==> src/pkg/crs_consts.vh <==
// Constants for the completer request stream output block.
`ifndef CRS_CONSTS_VH
`define CRS_CONSTS_VH
`define CRS_DATA_W 256
`define CRS_KEEP_W 8
`define CRS_USER_W 85
`define CRS_LEN_W 11
`define CRS_CREDIT_W 6
`define CRS_CREDIT_MAX 6'h20
`define CRS_WIDTH_64 64
`define CRS_WIDTH_128 128
`define CRS_WIDTH_256 256
`define CRS_KEEP_MASK_64 8'h03
`define CRS_KEEP_MASK_128 8'h0F
`define CRS_KEEP_MASK_256 8'hFF
`define CRS_BEAT_DW_64 11'h002
`define CRS_BEAT_DW_128 11'h004
`define CRS_BEAT_DW_256 11'h008
`endif

==> src/core/crs_credit_counter.v <==
// Saturating non-posted credit counter.
`timescale 1ns/100ps
`include "crs_consts.vh"
module crs_credit_counter (
   input wire clk,
   input wire rst_n,
   input wire credit_request,
   input wire credit_consume,
   output reg [`CRS_CREDIT_W-1:0] level,
   output wire nonzero
);
   wire inc;
   wire dec;
   reg [`CRS_CREDIT_W-1:0] next_level;

   assign inc = credit_request && (level != `CRS_CREDIT_MAX);
   assign dec = credit_consume && (level != {`CRS_CREDIT_W{1'b0}});
   assign nonzero = (level != {`CRS_CREDIT_W{1'b0}});

   always @* begin
      next_level = level;
      if (inc && !dec) begin
         next_level = level + 6'h01;
      end else if (dec && !inc) begin
         next_level = level - 6'h01;
      end
   end

   always @(posedge clk) begin
      if (!rst_n) begin
         level <= {`CRS_CREDIT_W{1'b0}};
      end else begin
         level <= next_level;
      end
   end
endmodule

==> src/core/crs_request_stream_out.v <==
// Completer request stream output stage with non-posted credit gating.
`timescale 1ns/100ps
`include "crs_consts.vh"
module crs_request_stream_out #(
   parameter BUS_WIDTH = 256
) (
   input wire clk,
   input wire rst_n,
   input wire posted_valid,
   output wire posted_ready,
   input wire [`CRS_DATA_W-1:0] posted_data,
   input wire [`CRS_LEN_W-1:0] posted_len_dw,
   input wire [`CRS_USER_W-1:0] posted_sideband,
   input wire nonposted_valid,
   output wire nonposted_ready,
   input wire [`CRS_DATA_W-1:0] nonposted_data,
   input wire [`CRS_LEN_W-1:0] nonposted_len_dw,
   input wire [`CRS_USER_W-1:0] nonposted_sideband,
   output reg [`CRS_DATA_W-1:0] request_stream_data_bus,
   output reg [`CRS_USER_W-1:0] request_sideband_word,
   output reg request_end_of_packet,
   output reg [`CRS_KEEP_W-1:0] request_dword_keep,
   output reg request_stream_valid,
   input wire request_stream_ready,
   input wire nonposted_credit_request,
   output wire [`CRS_CREDIT_W-1:0] nonposted_credit_level
);
   // Dwords carried by one beat at the configured width.
   localparam [`CRS_LEN_W-1:0] DW_PER_BEAT =
      (BUS_WIDTH == `CRS_WIDTH_64) ? `CRS_BEAT_DW_64 :
      (BUS_WIDTH == `CRS_WIDTH_128) ? `CRS_BEAT_DW_128 : `CRS_BEAT_DW_256;
   localparam [`CRS_KEEP_W-1:0] CFG_KEEP_MASK =
      (BUS_WIDTH == `CRS_WIDTH_64) ? `CRS_KEEP_MASK_64 :
      (BUS_WIDTH == `CRS_WIDTH_128) ? `CRS_KEEP_MASK_128 : `CRS_KEEP_MASK_256;

   // Stream state: between packets, or inside a posted or a non-posted packet.
   localparam [1:0] ST_IDLE = 2'h0;
   localparam [1:0] ST_POSTED = 2'h1;
   localparam [1:0] ST_NONPOSTED = 2'h2;

   reg [1:0] state;
   reg [1:0] next_state;
   reg [`CRS_LEN_W-1:0] rem;
   reg [`CRS_LEN_W-1:0] next_rem;
   reg next_stream_valid;
   reg [`CRS_DATA_W-1:0] next_data_bus;
   reg [`CRS_USER_W-1:0] next_sideband;
   reg next_end_of_packet;
   reg [`CRS_KEEP_W-1:0] next_dword_keep;
   wire busy;

   wire credit_nonzero;
   wire load;
   wire start_p;
   wire start_np;
   reg use_np;
   reg src_valid;
   wire take;
   wire np_deliver;
   wire [`CRS_LEN_W-1:0] head_len;
   wire [`CRS_LEN_W-1:0] len_now;
   wire beat_last;
   wire [`CRS_DATA_W-1:0] src_data;
   wire [`CRS_USER_W-1:0] src_user;
   wire [`CRS_DATA_W-1:0] next_data;
   wire [`CRS_KEEP_W-1:0] next_keep;

   crs_credit_counter u_credit (
      .clk(clk),
      .rst_n(rst_n),
      .credit_request(nonposted_credit_request),
      .credit_consume(np_deliver),
      .level(nonposted_credit_level),
      .nonzero(credit_nonzero)
   );

   // Packet state decoded once for the steering below.
   assign busy = (state != ST_IDLE);

   // The output register may take a new beat when empty or when its beat leaves now.
   assign load = !request_stream_valid || request_stream_ready;

   // Packet choice happens only between packets; posted traffic is never held by credit.
   assign start_p = !busy && posted_valid;
   assign start_np = !busy && !posted_valid && nonposted_valid && credit_nonzero;

   // Inside a packet its owner keeps the stream until the last beat is taken.
   always @* begin
      use_np = 1'b0;
      src_valid = 1'b0;
      case (state)
         ST_IDLE: begin
            use_np = start_np;
            src_valid = start_p || start_np;
         end
         ST_POSTED: begin
            src_valid = posted_valid;
         end
         ST_NONPOSTED: begin
            use_np = 1'b1;
            src_valid = nonposted_valid;
         end
         default: begin
            src_valid = 1'b0;
         end
      endcase
   end

   // Nothing is taken from a source while reset holds the stage empty, so no beat is lost.
   assign take = load && src_valid && rst_n;
   assign posted_ready = take && !use_np;
   assign nonposted_ready = take && use_np;
   assign np_deliver = take && start_np;

   // A zero length is treated as one Dword so a packet always ends.
   assign head_len = use_np ? nonposted_len_dw : posted_len_dw;
   assign len_now = busy ? rem :
      ((head_len == {`CRS_LEN_W{1'b0}}) ? 11'h001 : head_len);
   assign beat_last = (len_now <= DW_PER_BEAT);
   assign src_data = use_np ? nonposted_data : posted_data;
   assign src_user = use_np ? nonposted_sideband : posted_sideband;

   genvar i;
   generate
      for (i = 0; i < `CRS_KEEP_W; i = i + 1) begin : g_dword
         // Contiguous keep from Dword 0; within the configured width only a short final beat has trailing zeros.
         assign next_keep[i] = CFG_KEEP_MASK[i] &&
            (!beat_last || (len_now > i));
         assign next_data[32*i+31:32*i] =
            src_data[32*i+31:32*i] & {32{CFG_KEEP_MASK[i]}};
      end
   endgenerate

   // A packet leaves the idle state only when its first beat is not also its last.
   always @* begin
      next_state = state;
      case (state)
         ST_IDLE: begin
            if (take && !beat_last) begin
               if (use_np) begin
                  next_state = ST_NONPOSTED;
               end else begin
                  next_state = ST_POSTED;
               end
            end
         end
         ST_POSTED: begin
            if (take && beat_last) begin
               next_state = ST_IDLE;
            end
         end
         ST_NONPOSTED: begin
            if (take && beat_last) begin
               next_state = ST_IDLE;
            end
         end
         default: begin
            next_state = ST_IDLE;
         end
      endcase
   end

   // Dwords still owed after the beat being taken; stale once the last beat has gone.
   always @* begin
      next_rem = rem;
      if (take) begin
         next_rem = len_now - DW_PER_BEAT;
      end
   end

   // Outputs refill only when the stage is empty or its beat leaves, so a stalled
   // receiver sees every field hold.
   always @* begin
      next_stream_valid = request_stream_valid;
      next_data_bus = request_stream_data_bus;
      next_sideband = request_sideband_word;
      next_end_of_packet = request_end_of_packet;
      next_dword_keep = request_dword_keep;
      if (load) begin
         next_stream_valid = src_valid;
      end
      if (take) begin
         next_data_bus = next_data;
         next_sideband = src_user;
         next_end_of_packet = beat_last;
         next_dword_keep = next_keep;
      end
   end

   always @(posedge clk) begin
      if (!rst_n) begin
         request_stream_valid <= 1'b0;
      end else begin
         request_stream_valid <= next_stream_valid;
      end
   end

   always @(posedge clk) begin
      if (!rst_n) begin
         request_stream_data_bus <= {`CRS_DATA_W{1'b0}};
      end else begin
         request_stream_data_bus <= next_data_bus;
      end
   end

   always @(posedge clk) begin
      if (!rst_n) begin
         request_sideband_word <= {`CRS_USER_W{1'b0}};
      end else begin
         request_sideband_word <= next_sideband;
      end
   end

   always @(posedge clk) begin
      if (!rst_n) begin
         request_end_of_packet <= 1'b0;
      end else begin
         request_end_of_packet <= next_end_of_packet;
      end
   end

   always @(posedge clk) begin
      if (!rst_n) begin
         request_dword_keep <= {`CRS_KEEP_W{1'b0}};
      end else begin
         request_dword_keep <= next_dword_keep;
      end
   end

   always @(posedge clk) begin
      if (!rst_n) begin
         state <= ST_IDLE;
      end else begin
         state <= next_state;
      end
   end

   always @(posedge clk) begin
      if (!rst_n) begin
         rem <= {`CRS_LEN_W{1'b0}};
      end else begin
         rem <= next_rem;
      end
   end
endmodule

==> config.mk <==
export PLATFORM = sky130hd
export DESIGN_NAME = crs_request_stream_out
export DESIGN_NICKNAME = d
export VERILOG_FILES = /design/src/core/crs_credit_counter.v /design/src/core/crs_request_stream_out.v
export VERILOG_INCLUDE_DIRS = /design/src /design/src/pkg
export SDC_FILE = /design/constraint.sdc
export NUM_CORES = 1
export LEC_CHECK = 0
export ABC_CLOCK_PERIOD_IN_PS = 7800
export BUFFER_PORTS_ARGS = -buffer_cell sky130_fd_sc_hd__buf_2
export CAP_MARGIN = 10
export CORE_AREA = 2 2 420 422
export DETAILED_ROUTE_END_ITERATION = 16
export DIE_AREA = 0 0 422 424
export GPL_TIMING_DRIVEN = 0
export SETUP_SLACK_MARGIN = 0.1
export SLEW_MARGIN = 20
export SYNTH_ARGS = -nofsm -noshare
export SYNTH_HDL_FRONTEND = slang
export SYNTH_HIERARCHICAL = 1
export SYNTH_SLANG_ARGS = --single-unit
==> constraint.sdc <==
create_clock -name clk -period 7.8 [get_ports clk]
set_input_delay 0.78 -clock clk [delete_from_list [all_inputs] [get_ports clk]]
set_output_delay 0.78 -clock clk [all_outputs]
set_load 0.005 [all_outputs]
Word-level counts from Yosys, hierarchy flattened
Cells that the tools add are included.
{"block": "word_totals", "reg_bits": 370, "inputBits": 710, "output_inout_bits": 359}
{"block": "classes", "addsub": 3, "magnitude_cmp": 9, "eq_ne": 5, "muxes": 13, "n_reduce_logical": 39}
{"op": "$mux 256", "n": 1}
{"op": "$mux 85", "n": 1}
{"op": "$gt 11x3->1 const B", "n": 4}
{"op": "$mux 11", "n": 3}
{"op": "$gt 11x1->1 const B", "n": 2}
{"op": "$gt 11x2->1 const B", "n": 2}
{"op": "$logic_and 1x1->1", "n": 15}
{"op": "$mux 6", "n": 2}
{"op": "$le 11x4->1 const B", "n": 1}
{"op": "$logic_not 11->1", "n": 1}
{"op": "$sub 11x4->11 const B", "n": 1}
{"op": "$logic_or 1x1->1", "n": 10}
{"op": "$logic_not 1->1", "n": 7}
{"op": "$add 6x1->6 const B", "n": 1}
{"op": "$mux 2", "n": 3}
{"op": "$ne 6x6->1 const B", "n": 1}
{"op": "$reduce_bool 6->1", "n": 1}
{"op": "$sub 6x1->6 const B", "n": 1}
{"op": "$pmux 2 s2", "n": 1}
{"op": "$reduce_bool 2->1", "n": 2}
{"op": "$pmux 1 s3", "n": 1}
{"op": "$eq 2x1->1 const B", "n": 1}
{"op": "$eq 2x2->1 const B", "n": 1}
{"op": "$logic_not 2->1", "n": 1}
{"op": "other kinds (5)", "n": 5}

Depth between registers and ports, before layout
Gate-level depths: netlist of the first run.
{"block": "depth", "depth_word": 15, "depth_mapped": 16}

Hierarchy
The synthesis of the first run kept the hierarchy.
{"mod": "crs_request_stream_out", "instances": 1, "cells_each": 2116, "area_per_inst_um2": 16101.7, "seq_area_each_um2": 7287.0}
{"mod": "crs_credit_counter", "instances": 1, "cells_each": 53, "area_per_inst_um2": 451.7, "seq_area_each_um2": 120.1}

Worst setup path after synthesis of the first run
OpenSTA, ideal clock, no wires.
{"block": "synth_path", "path_type": "reg2reg", "from": "register u_credit.level[0]", "to": "register u_credit.level[5]", "t_arrival_ns": 3.675, "slack_ns": 4.034, "stages_incl_launch_ff": 17, "path_buffers": 2, "path_cell_list": "dfxtp_1 or4_1 or3_4 and4b_1 o21ai_1 a211oi_2 clkbuf_1 buf_2 and2_1 nand2_2 ha_1 inv_1 ha_1 a211oi_1 o31a_1 nor3_1 a311oi_1"}
{"block": "synth_between", "elab_chain_cells": 11, "word_cells_on_any_way": 19}
{"element": "start, declared", "line_no": "crs_credit_counter.v:9", "rtl": "output reg [`CRS_CREDIT_W-1:0] level,"}
{"element": "start signal, assigned", "line_no": "crs_credit_counter.v:31", "rtl": "level <= {`CRS_CREDIT_W{1'b0}};"}
{"element": "start signal, assigned", "line_no": "crs_credit_counter.v:33", "rtl": "level <= next_level;"}
{"element": "$reduce_bool 6->1 *", "line_no": "crs_credit_counter.v:18", "rtl": "assign nonzero = (level != {`CRS_CREDIT_W{1'b0}});"}
{"element": "via credit_nonzero", "line_no": "crs_request_stream_out.v:52", "rtl": "wire credit_nonzero;"}
{"element": "$logic_and 1x1->1 *", "line_no": "crs_request_stream_out.v:85", "rtl": "assign start_np = !busy && !posted_valid && nonposted_valid && credit_nonzero;"}
{"element": "$logic_or 1x1->1", "line_no": "crs_request_stream_out.v:94", "rtl": "src_valid = start_p || start_np;"}
{"element": "$pmux 1 s3", "line_no": "crs_request_stream_out.v:91", "rtl": "case (state)"}
{"element": "$logic_and 1x1->1 (2 in a row)", "line_no": "crs_request_stream_out.v:110", "rtl": "assign take = load && src_valid && rst_n;"}
{"element": "$logic_and 1x1->1 *", "line_no": "crs_request_stream_out.v:113", "rtl": "assign np_deliver = take && start_np;"}
{"element": "via np_deliver", "line_no": "crs_request_stream_out.v:59", "rtl": "wire np_deliver;"}
{"element": "$logic_and 1x1->1 *", "line_no": "crs_credit_counter.v:17", "rtl": "assign dec = credit_consume && (level != {`CRS_CREDIT_W{1'b0}});"}
{"element": "$logic_not 1->1", "line_no": "crs_credit_counter.v:22", "rtl": "if (inc && !dec) begin"}
{"element": "$logic_and 1x1->1", "line_no": "crs_credit_counter.v:22"}
{"element": "$mux 6 / $reduce_bool 2->1 (equally long branches)"}
Mark *: on every way through the listed nets, which the timed path passes. The rest lies on a longest branch. The select of a mux whose other input is x is not followed.
A chain may end at the register's enable or synchronous reset.

Worst setup path after layout of the first run
Same ends and word-level chain as after synthesis.

==> results of run 1 <==
## power by group
group	leakage, nW	switching, mW	internal, mW	total (mW)
Clock	0.902	1.08	1.60	2.69
Combinational	7.81	2.18	0.985	3.16
Sequential	3.05	0.267	2.24	2.51
Total	11.8	3.53	4.83	8.36
## worst max-delay path by stage
| stage | slack, ps | cells past startpoint | endpoint | start |
|---|---|---|---|---|
| final | 2950 | 16 | u_credit/level[5] | u_credit/level[0] |
| after floorplan | 4030 | 16 | u_credit/level[5] | u_credit/level[0] |
| after CTS | 2920 | 16 | u_credit/level[5] | state[0] |
| after global routing | 2710 | 16 | u_credit/level[5] | state[0] |
| after detailed placement | 2780 | 15 | u_credit/level[5] | posted_valid |
| after global placement | 1920 | 15 | u_credit/level[5] | posted_valid |
## registers in the layout, indices dropped and copies added, names as in the netlist
register / cells
request_stream_valid: 1
request_end_of_packet: 1
u_credit/level: 6
request_stream_data_bus: 256
state: 2
request_sideband_word: 85
request_dword_keep: 8
rem: 11
## cell type report
type | instances | area, um^2 | share of cell area
Multi-Input combinational cell | 1587 | 8303 | 0.3094
Sequential cell | 370 | 7407 | 0.2760
Timing Repair Buffer | 1069 | 5371 | 0.2002
Tap cell | 2340 | 2928 | 0.1091
Clock buffer | 68 | 1485 | 0.05535
Buffer | 205 | 843.3 | 0.03143
Clock inverter | 25 | 369.1 | 0.01376
Antenna cell | 40 | 100.1 | 0.003730
Inverter | 7 | 26.28 | 0.0009792
## cell usage in the layout, fill, tap and decap left out, drive strengths merged, types with 2 or more instances in the layout
cell and instances:
nand4 3, inv 9, or2 4, nor4 5
a211o 2, nand2b 2, a21boi 2, a41oi 2
and2 3, dfxtp 370, clkbuf 223, nor2 373
o2111ai 4, o211ai 6, nand3 26, nor4b 3
clkinv 11, a21o 2, and3 4, o31ai 2
nor2b 2, o311ai 3, a211oi 7, xnor2 5
bufinv 8, nor3 4, a31o 6, mux2i 4
nand2 703, clkinvlp 4, buf 1119, a31oi 6
a311oi 343, a21oi 16, diode 40, ha 11
o21ai 13
## cells by family (layout without fill, tap and decap cells)
kind of cell / count (synthesis) / count (layout) / share of synthesized area
other: 0 / 40 / 0
DFF: 370 / 370 / 0.4475
muxes: 4 / 4 / 0.002419
buffers and inverters: 212 / 1374 / 0.05170
and+or+nand+nor: 1138 / 1138 / 0.2669
xor gates and xnor gates: 6 / 6 / 0.003175
AOI/OAI and AO/OA: 427 / 427 / 0.2188
adders and majority gates: 12 / 12 / 0.009524
## cell usage after synthesis, types with 6 or more instances
master and number:
a211oi_1 6, a21oi_1 16, a311oi_1 343, a31o_2 6
buf_2 47, clkbuf_1 154, dfxtp_1 370, ha_1 11
nand2_1 702, nand3_1 26, nor2_1 372, o211ai_1 6
o21ai_0 8
## worst reg2reg max path, stage by stage (launching register included)
cell      delay [ps]
dfxtp_1          380
or4_1            560
or3_4            380
and4b_1          250
o21ai_1          360
a211oi_4         160
clkbuf_1         440
buf_2            360
and2_1           200
nand2_2           50
ha_1             190
inv_1            150
ha_1             310
a211oi_1         390
o31a_1           250
nor3_1            80
a311oi_1         250
## routing by layer
metal	routed length [um]	vias to the layer above	track usage
li1	-	9961	-
met1	59780	10990	0.1908
met2	80570	1038	0.3041
met3	14310	230	0.05681
met4	6030	2	0.05774
met5	13	-	0
==> impl_metrics.json, run 1 <==
{
  "finalNonFillerCells": 5711,
  "clock_skew_ps": 28.77,
  "total_power_mw": 8.361,
  "syn_avg_cell_area_um2": 7.632,
  "grt_overflow": 0,
  "core_area_mm2": 0.1750,
  "cts_tree": "yes",
  "placed_cell_area_mm2": 0.02488,
  "drive_above_1_share": 0.3699,
  "power_density_mw_per_mm2": 311.6,
  "routabilityCongestion": 0.9757,
  "path_clk_slew_ps": 60,
  "hpwl_mm": 137.9,
  "synth_cells": 2169,
  "port_buffers": 1067,
  "synth_top_area_cell": "dfxtp_1",
  "cts_max_path_buffers": 3,
  "synth_seq_cells": 370,
  "post-cts-setup-buffers": 0,
  "synth-edff-count": 0,
  "fin_crit_sh": 0.6222,
  "r2r_slack_ps": 2950,
  "finalSetupTns_ps": 0,
  "required_ps": 8360,
  "holdWs_ps": 353.1,
  "post-place-ws_ps": 2781,
  "worst_ep_arrival_time_ps": 5410,
  "synth_top_area_share": 0.4475,
  "crit_chain": "or4_1 > or3_4 > and4b_1 > o21ai_1 > a211oi_4 > clkbuf_1 > buf_2 > and2_1 > nand2_2 > ha_1 > inv_1 > ha_1 > a211oi_1 > o31a_1 > nor3_1 > a311oi_1",
  "yosysSeqAreaShare": 0.4475,
  "rsz0062_at_grt": "false",
  "grt_pass1_vias": 21820,
  "min-delay-start": "posted_data[40]",
  "n_fill_cell": 20440,
  "irDropWorstVdd_uv": 162.9,
  "hold_depth": 3,
  "gr-usage-all-layers": 0.1714,
  "power_leakage_nw": 11.76,
  "wire_per_inst_um": 28.14,
  "synth.net_count": 2891,
  "min_path_type": "input port to flop",
  "cts_root_buf": "clkbuf_16",
  "first_pass_iters": 6,
  "antenna_found_initial": 67,
  "cts.sinks": 370,
  "crit_type": "flop to flop",
  "clock_latency_ps": 690,
  "worst_pin_slew_ps": 1102,
  "final_area_mm2": 0.02683,
  "maxCapViolCount": 0,
  "ant_nets": 0,
  "placedCellCount": 5578,
  "path_common_cell": "ha_1",
  "fp.dieW_um": 422,
  "num_vias": 22220,
  "fmax_mhz": 206.1,
  "yosysUniqueCellTypes": 66,
  "hold_buffers": 0,
  "synth_top_flop_cell": "dfxtp_1",
  "worst_r2r_endpoint": "u_credit/level[5]",
  "slowest_delay_ps": 560,
  "drc": 0,
  "finalMaxSlewViolations": 0,
  "reg2reg_depth": 16,
  "post_cts_resized": 0,
  "syn_area_mm2": 0.01655,
  "ios": 1069,
  "async_flop_share": 0,
  "start_kind": "flop",
  "crit_family": "simple AND/OR/NAND/NOR gates",
  "outcome": "finished clean",
  "yosysWarnings": 6,
  "routed_wl_mm": 160.7,
  "grt_max_degree": 15,
  "utilization": 0.1534,
  "reg2reg_from": "u_credit/level[0]",
  "fin_nets": 4016,
  "synth_area_leaders": "dfxtp_1 (45%), a311oi_1 (18%), nand2_1 (16%), nor2_1 (8.4%), clkbuf_1 (3.5%)",
  "dieArea_mm2": 0.1789,
  "finalWorstSetupSlack_ps": 2947,
  "numCtsBuffers": 54,
  "holdPathEnd": "request_stream_data_bus[40]",
  "grt_pass1_wl_mm": 205.8,
  "die_h_um": 424,
  "num_rows": 154,
  "htreeDepth": 2,
  "cp-end-kind": "flop",
  "critical_path.slowest_cell": "or4_1",
  "start_util": 0.09461,
  "dr.first_iter.drc_count": 1697,
  "area_growth_pct": 62.10,
  "path_buf_inv": 3,
  "crit_fanout": 10,
  "maxSlewHeadroom": 0.2654,
  "viasPerCell": 3.891,
  "finalSetupViolCount": 0,
  "period_needed_ps": 4853,
  "final_hold_viol_count": 0
}
Power figures use the tool's default switching activity.
==> run 2, diff against run 1 <==
- ABC_AREA: default -> 1
- ABC_CLOCK_PERIOD_IN_PS: 7800 -> 4110
- CORE_AREA: 2 2 420 422 -> 2 2 421 423
- DIE_AREA: 0 0 422 424 -> 0 0 423 425
- clock period: 7.8 -> 4.11 ns (I/O delays scaled with it)
==> run 2 against run 1 <==
Cell count is 11% higher. Final area is 19% higher. Maximum frequency is 27% higher. Total power is 110% higher. Worst hold slack worse by 290 ps. Synthesized cell count is 1.6% higher. Combinational power is 130% higher. Die area is 0.47% higher. Via count is 9.4% higher. Global-route usage is 1.6 points higher.
==> impl_metrics.json, run 2 <==
{
  "async_flop_share": 0,
  "grt_overflow": 0,
  "r2r_slack_ps": 300,
  "seqPwrFrac": 0.278,
  "first_pass_iters": 5,
  "yosysWarnings": 6,
  "clock_skew_ps": 28.95,
  "synth_area_leaders": "dfxtp_1 (47%), nand2_1 (27%), a31oi_1 (14%), buf_2 (2.4%), clkbuf_1 (1.7%)",
  "yosysUniqueCellTypes": 36,
  "grt_pass1_wl_mm": 223.6,
  "worst_pin_slew_ps": 1044,
  "fin_crit_sh": 0.9268,
  "crit_chain": "inv_1 > ha_1 > inv_2 > nor2_4 > nand2_4 > nand2_4 > nand2_1 > a211oi_4 > nand2_4 > nor2_4 > buf_12 > buf_4 > clkbuf_1 > nand2_1 > a31oi_1 > dlygate4sd3_1",
  "cts_max_path_buffers": 3,
  "irDropWorstVdd_uv": 303.3,
  "maxSlewHeadroom": 0.3040,
  "maxCapViolCount": 0,
  "power.internal_mw": 9.978,
  "utilization": 0.1824,
  "required_ps": 4730,
  "path_buf_inv": 6,
  "total_power_mw": 17.64,
  "start_kind": "flop",
  "p_switching_mw": 7.658,
  "worst_ep_arrival_time_ps": 4430,
  "post-place-ws_ps": -897.6,
  "min-delay-start": "nonposted_data[84]",
  "yosysSeqAreaShare": 0.4739,
  "dr.first_iter.drc_count": 1858,
  "finalSetupViolCount": 0,
  "htreeDepth": 2,
  "crit_type": "flop to flop",
  "drive_above_1_share": 0.3254,
  "critical_path.slowest_cell": "clkbuf_1",
  "num_rows": 154,
  "die_h_um": 425,
  "reg2reg_from": "state[0]",
  "dieArea_mm2": 0.1798,
  "reg2reg_depth": 16,
  "most-common-layout-cells": "buf_2 (1136), nand2_1 (1120), dlygate4sd3_1 (588)",
  "crit_fanout": 10,
  "min_path_type": "input port to flop",
  "synth_cells": 2203,
  "port_buffers": 1068,
  "use_met2": 0.3208,
  "fp.dieW_um": 423,
  "finalSetupTns_ps": 0,
  "ant_nets": 0,
  "num_vias": 24300,
  "use_met3": 0.06531,
  "ios": 1069,
  "antenna_found_initial": 55,
  "fmax_mhz": 262.5,
  "largest_reg_flops": 256,
  "hpwl_mm": 146.6,
  "p_clk_frac": 0.306,
  "holdPathEnd": "request_stream_data_bus[84]",
  "drc": 0,
  "seq_area_mm2": 0.007411,
  "hold_depth": 3,
  "clock_latency_ps": 690,
  "gr-usage-all-layers": 0.1870,
  "p_comb_frac": 0.416,
  "synth_top_flop_cell": "dfxtp_1",
  "area_growth_pct": 104.7,
  "layout_commonest_cell": "buf_2",
  "cts.sinks": 370,
  "crit_family": "buffers and inverters",
  "wire_per_inst_um": 27.92,
  "synth_top_area_cell": "dfxtp_1",
  "start_util": 0.08913,
  "path_clk_slew_ps": 60,
  "use_met1": 0.2153,
  "synth_top_area_share": 0.4739,
  "busiest_layer": "met2",
  "cts_tree": "yes",
  "synth-edff-count": 0,
  "numCtsBuffers": 56,
  "n_fill_cell": 20090,
  "core_area_mm2": 0.1753,
  "final_area_mm2": 0.03198,
  "cp-end-kind": "flop",
  "outcome": "finished clean",
  "period_needed_ps": 3809,
  "routed_wl_mm": 176.8,
  "switching_share": 0.4342,
  "final_hold_viol_count": 0,
  "largestRegisters": "request_stream_data_bus x256, request_sideband_word x85, rem x11",
  "syn_area_mm2": 0.01563,
  "path_common_cell": "nand2_4",
  "grt_max_degree": 16,
  "yosysMostFrequentCell": "nand2_1",
  "slowest_delay_ps": 590,
  "finalWorstSetupSlack_ps": 300.8,
  "grt_pass1_vias": 23900,
  "viasPerCell": 3.837,
  "multiInputGateArea_mm2": 0.007326,
  "power_density_mw_per_mm2": 551.4,
  "synth_seq_cells": 370,
  "routabilityCongestion": 1.013,
  "cts_root_buf": "clkbuf_16",
  "worst_r2r_endpoint": "request_stream_data_bus[114]",
  "power_leakage_nw": 13.93,
  "ys_top_cells_by_count": "nand2_1 (1120), dfxtp_1 (370), a31oi_1 (344)",
  "placed_cell_area_mm2": 0.02391,
  "regMostFlops": "request_stream_data_bus",
  "finalMaxSlewViolations": 0,
  "synth.net_count": 2925,
  "syn_avg_cell_area_um2": 7.094,
  "rsz0062_at_grt": "true",
  "fin_nets": 4644
}
==> run 2: cell count changes after synthesis, sizes merged, moves of 6 or more <==
cell,change
a31oi,+338
o21ai,+14
clkbuf,-85
inv,+55
a31o,-6
a211oi,-6
nor2,-335
buf,+39
a311oi,-343
nand2,+422
==> run 2: worst max-delay path by stage <==
stage | from | endpoint | slack [ps] | cells past startpoint
4_1_cts | u_credit/level[3] | request_stream_data_bus[140] | 120 | 14
3_3_place_gp | u_credit/level[0] | u_credit/level[5] | -790 | 23
3_5_place_dp | u_credit/level[0] | u_credit/level[5] | -900 | 23
6_report | state[0] | request_stream_data_bus[114] | 300 | 16
2_1_floorplan | u_credit/level[0] | u_credit/level[3] | 1050 | 23
5_1_grt | u_credit/level[4] | u_credit/level[5] | 80 | 24
==> run 2: final cells by class <==
type / instances / share of cell area
well taps: 2340 / 0.09154
multi-input cells: 1613 / 0.2290
plain buffers: 159 / 0.02378
clock buffers: 74 / 0.04906
diodes: 26 / 0.002034
clock inverters: 29 / 0.01299
flip-flops and latches: 370 / 0.2317
repair buffers: 1661 / 0.3527
inverters: 61 / 0.007159
==> run 2: what timing repair did <==
| action | CTS | global route |
|---|---|---|
| hold buffers | 588 | 0 |
| resized for setup | 17 | 16 |
| pin swaps | 3 | 1 |
| endpoints found under the setup margin | 212 | 63 |
| cloned | 0 | 0 |
| hold endpoints to repair | 337 | 0 |
| setup buffers | 5 | 0 |
==> run 2: kinds of logic (layout without fill, tap and decap cells) <==
logic type	after synthesis	count (layout)	share of synthesized area
flip-flops	370	370	0.4739
AO/OA/AOI/OAI	397	397	0.1571
other	0	26	0
adder cells (fa/ha/maj)	12	12	0.01009
buffers and inverters	220	1984	0.05988
XOR/XNOR	5	5	0.002803
AND/OR/NAND/NOR	1199	1199	0.2962
==> run 2: tightest hold or removal path, stage by stage <==
cell	delay, ps
buf_2	100
nand2_1	80
a31oi_1	90
==> run 2: metal layers <==
metal,vias up,wire length [um]
met5,-,103
met4,16,6377
met3,308,16730
met2,1278,85370
met1,11930,68210
li1,10770,-
==> run 2: per-stage QoR <==
stage          hold WS (ps)  cells
2_1_floorplan         467.8   2203
3_3_place_gp          467.6   5611
3_5_place_dp          470.8   5611
4_1_cts              0.4268   6307
5_1_grt               29.05   6322
6_report              62.50   6333
==> run 2: power groups by stage <==
stage | sequential (mW) | combinational [mW] | clock, mW
6_report | 4.90 | 7.33 | 5.40
5_1_grt | 4.98 | 7.95 | 5.70
4_1_cts | 4.88 | 7.47 | 5.61
3_5_place_dp | 4.94 | 6.75 | 0
3_3_place_gp | 4.92 | 6.76 | 0
2_1_floorplan | 4.87 | 2.72 | 0
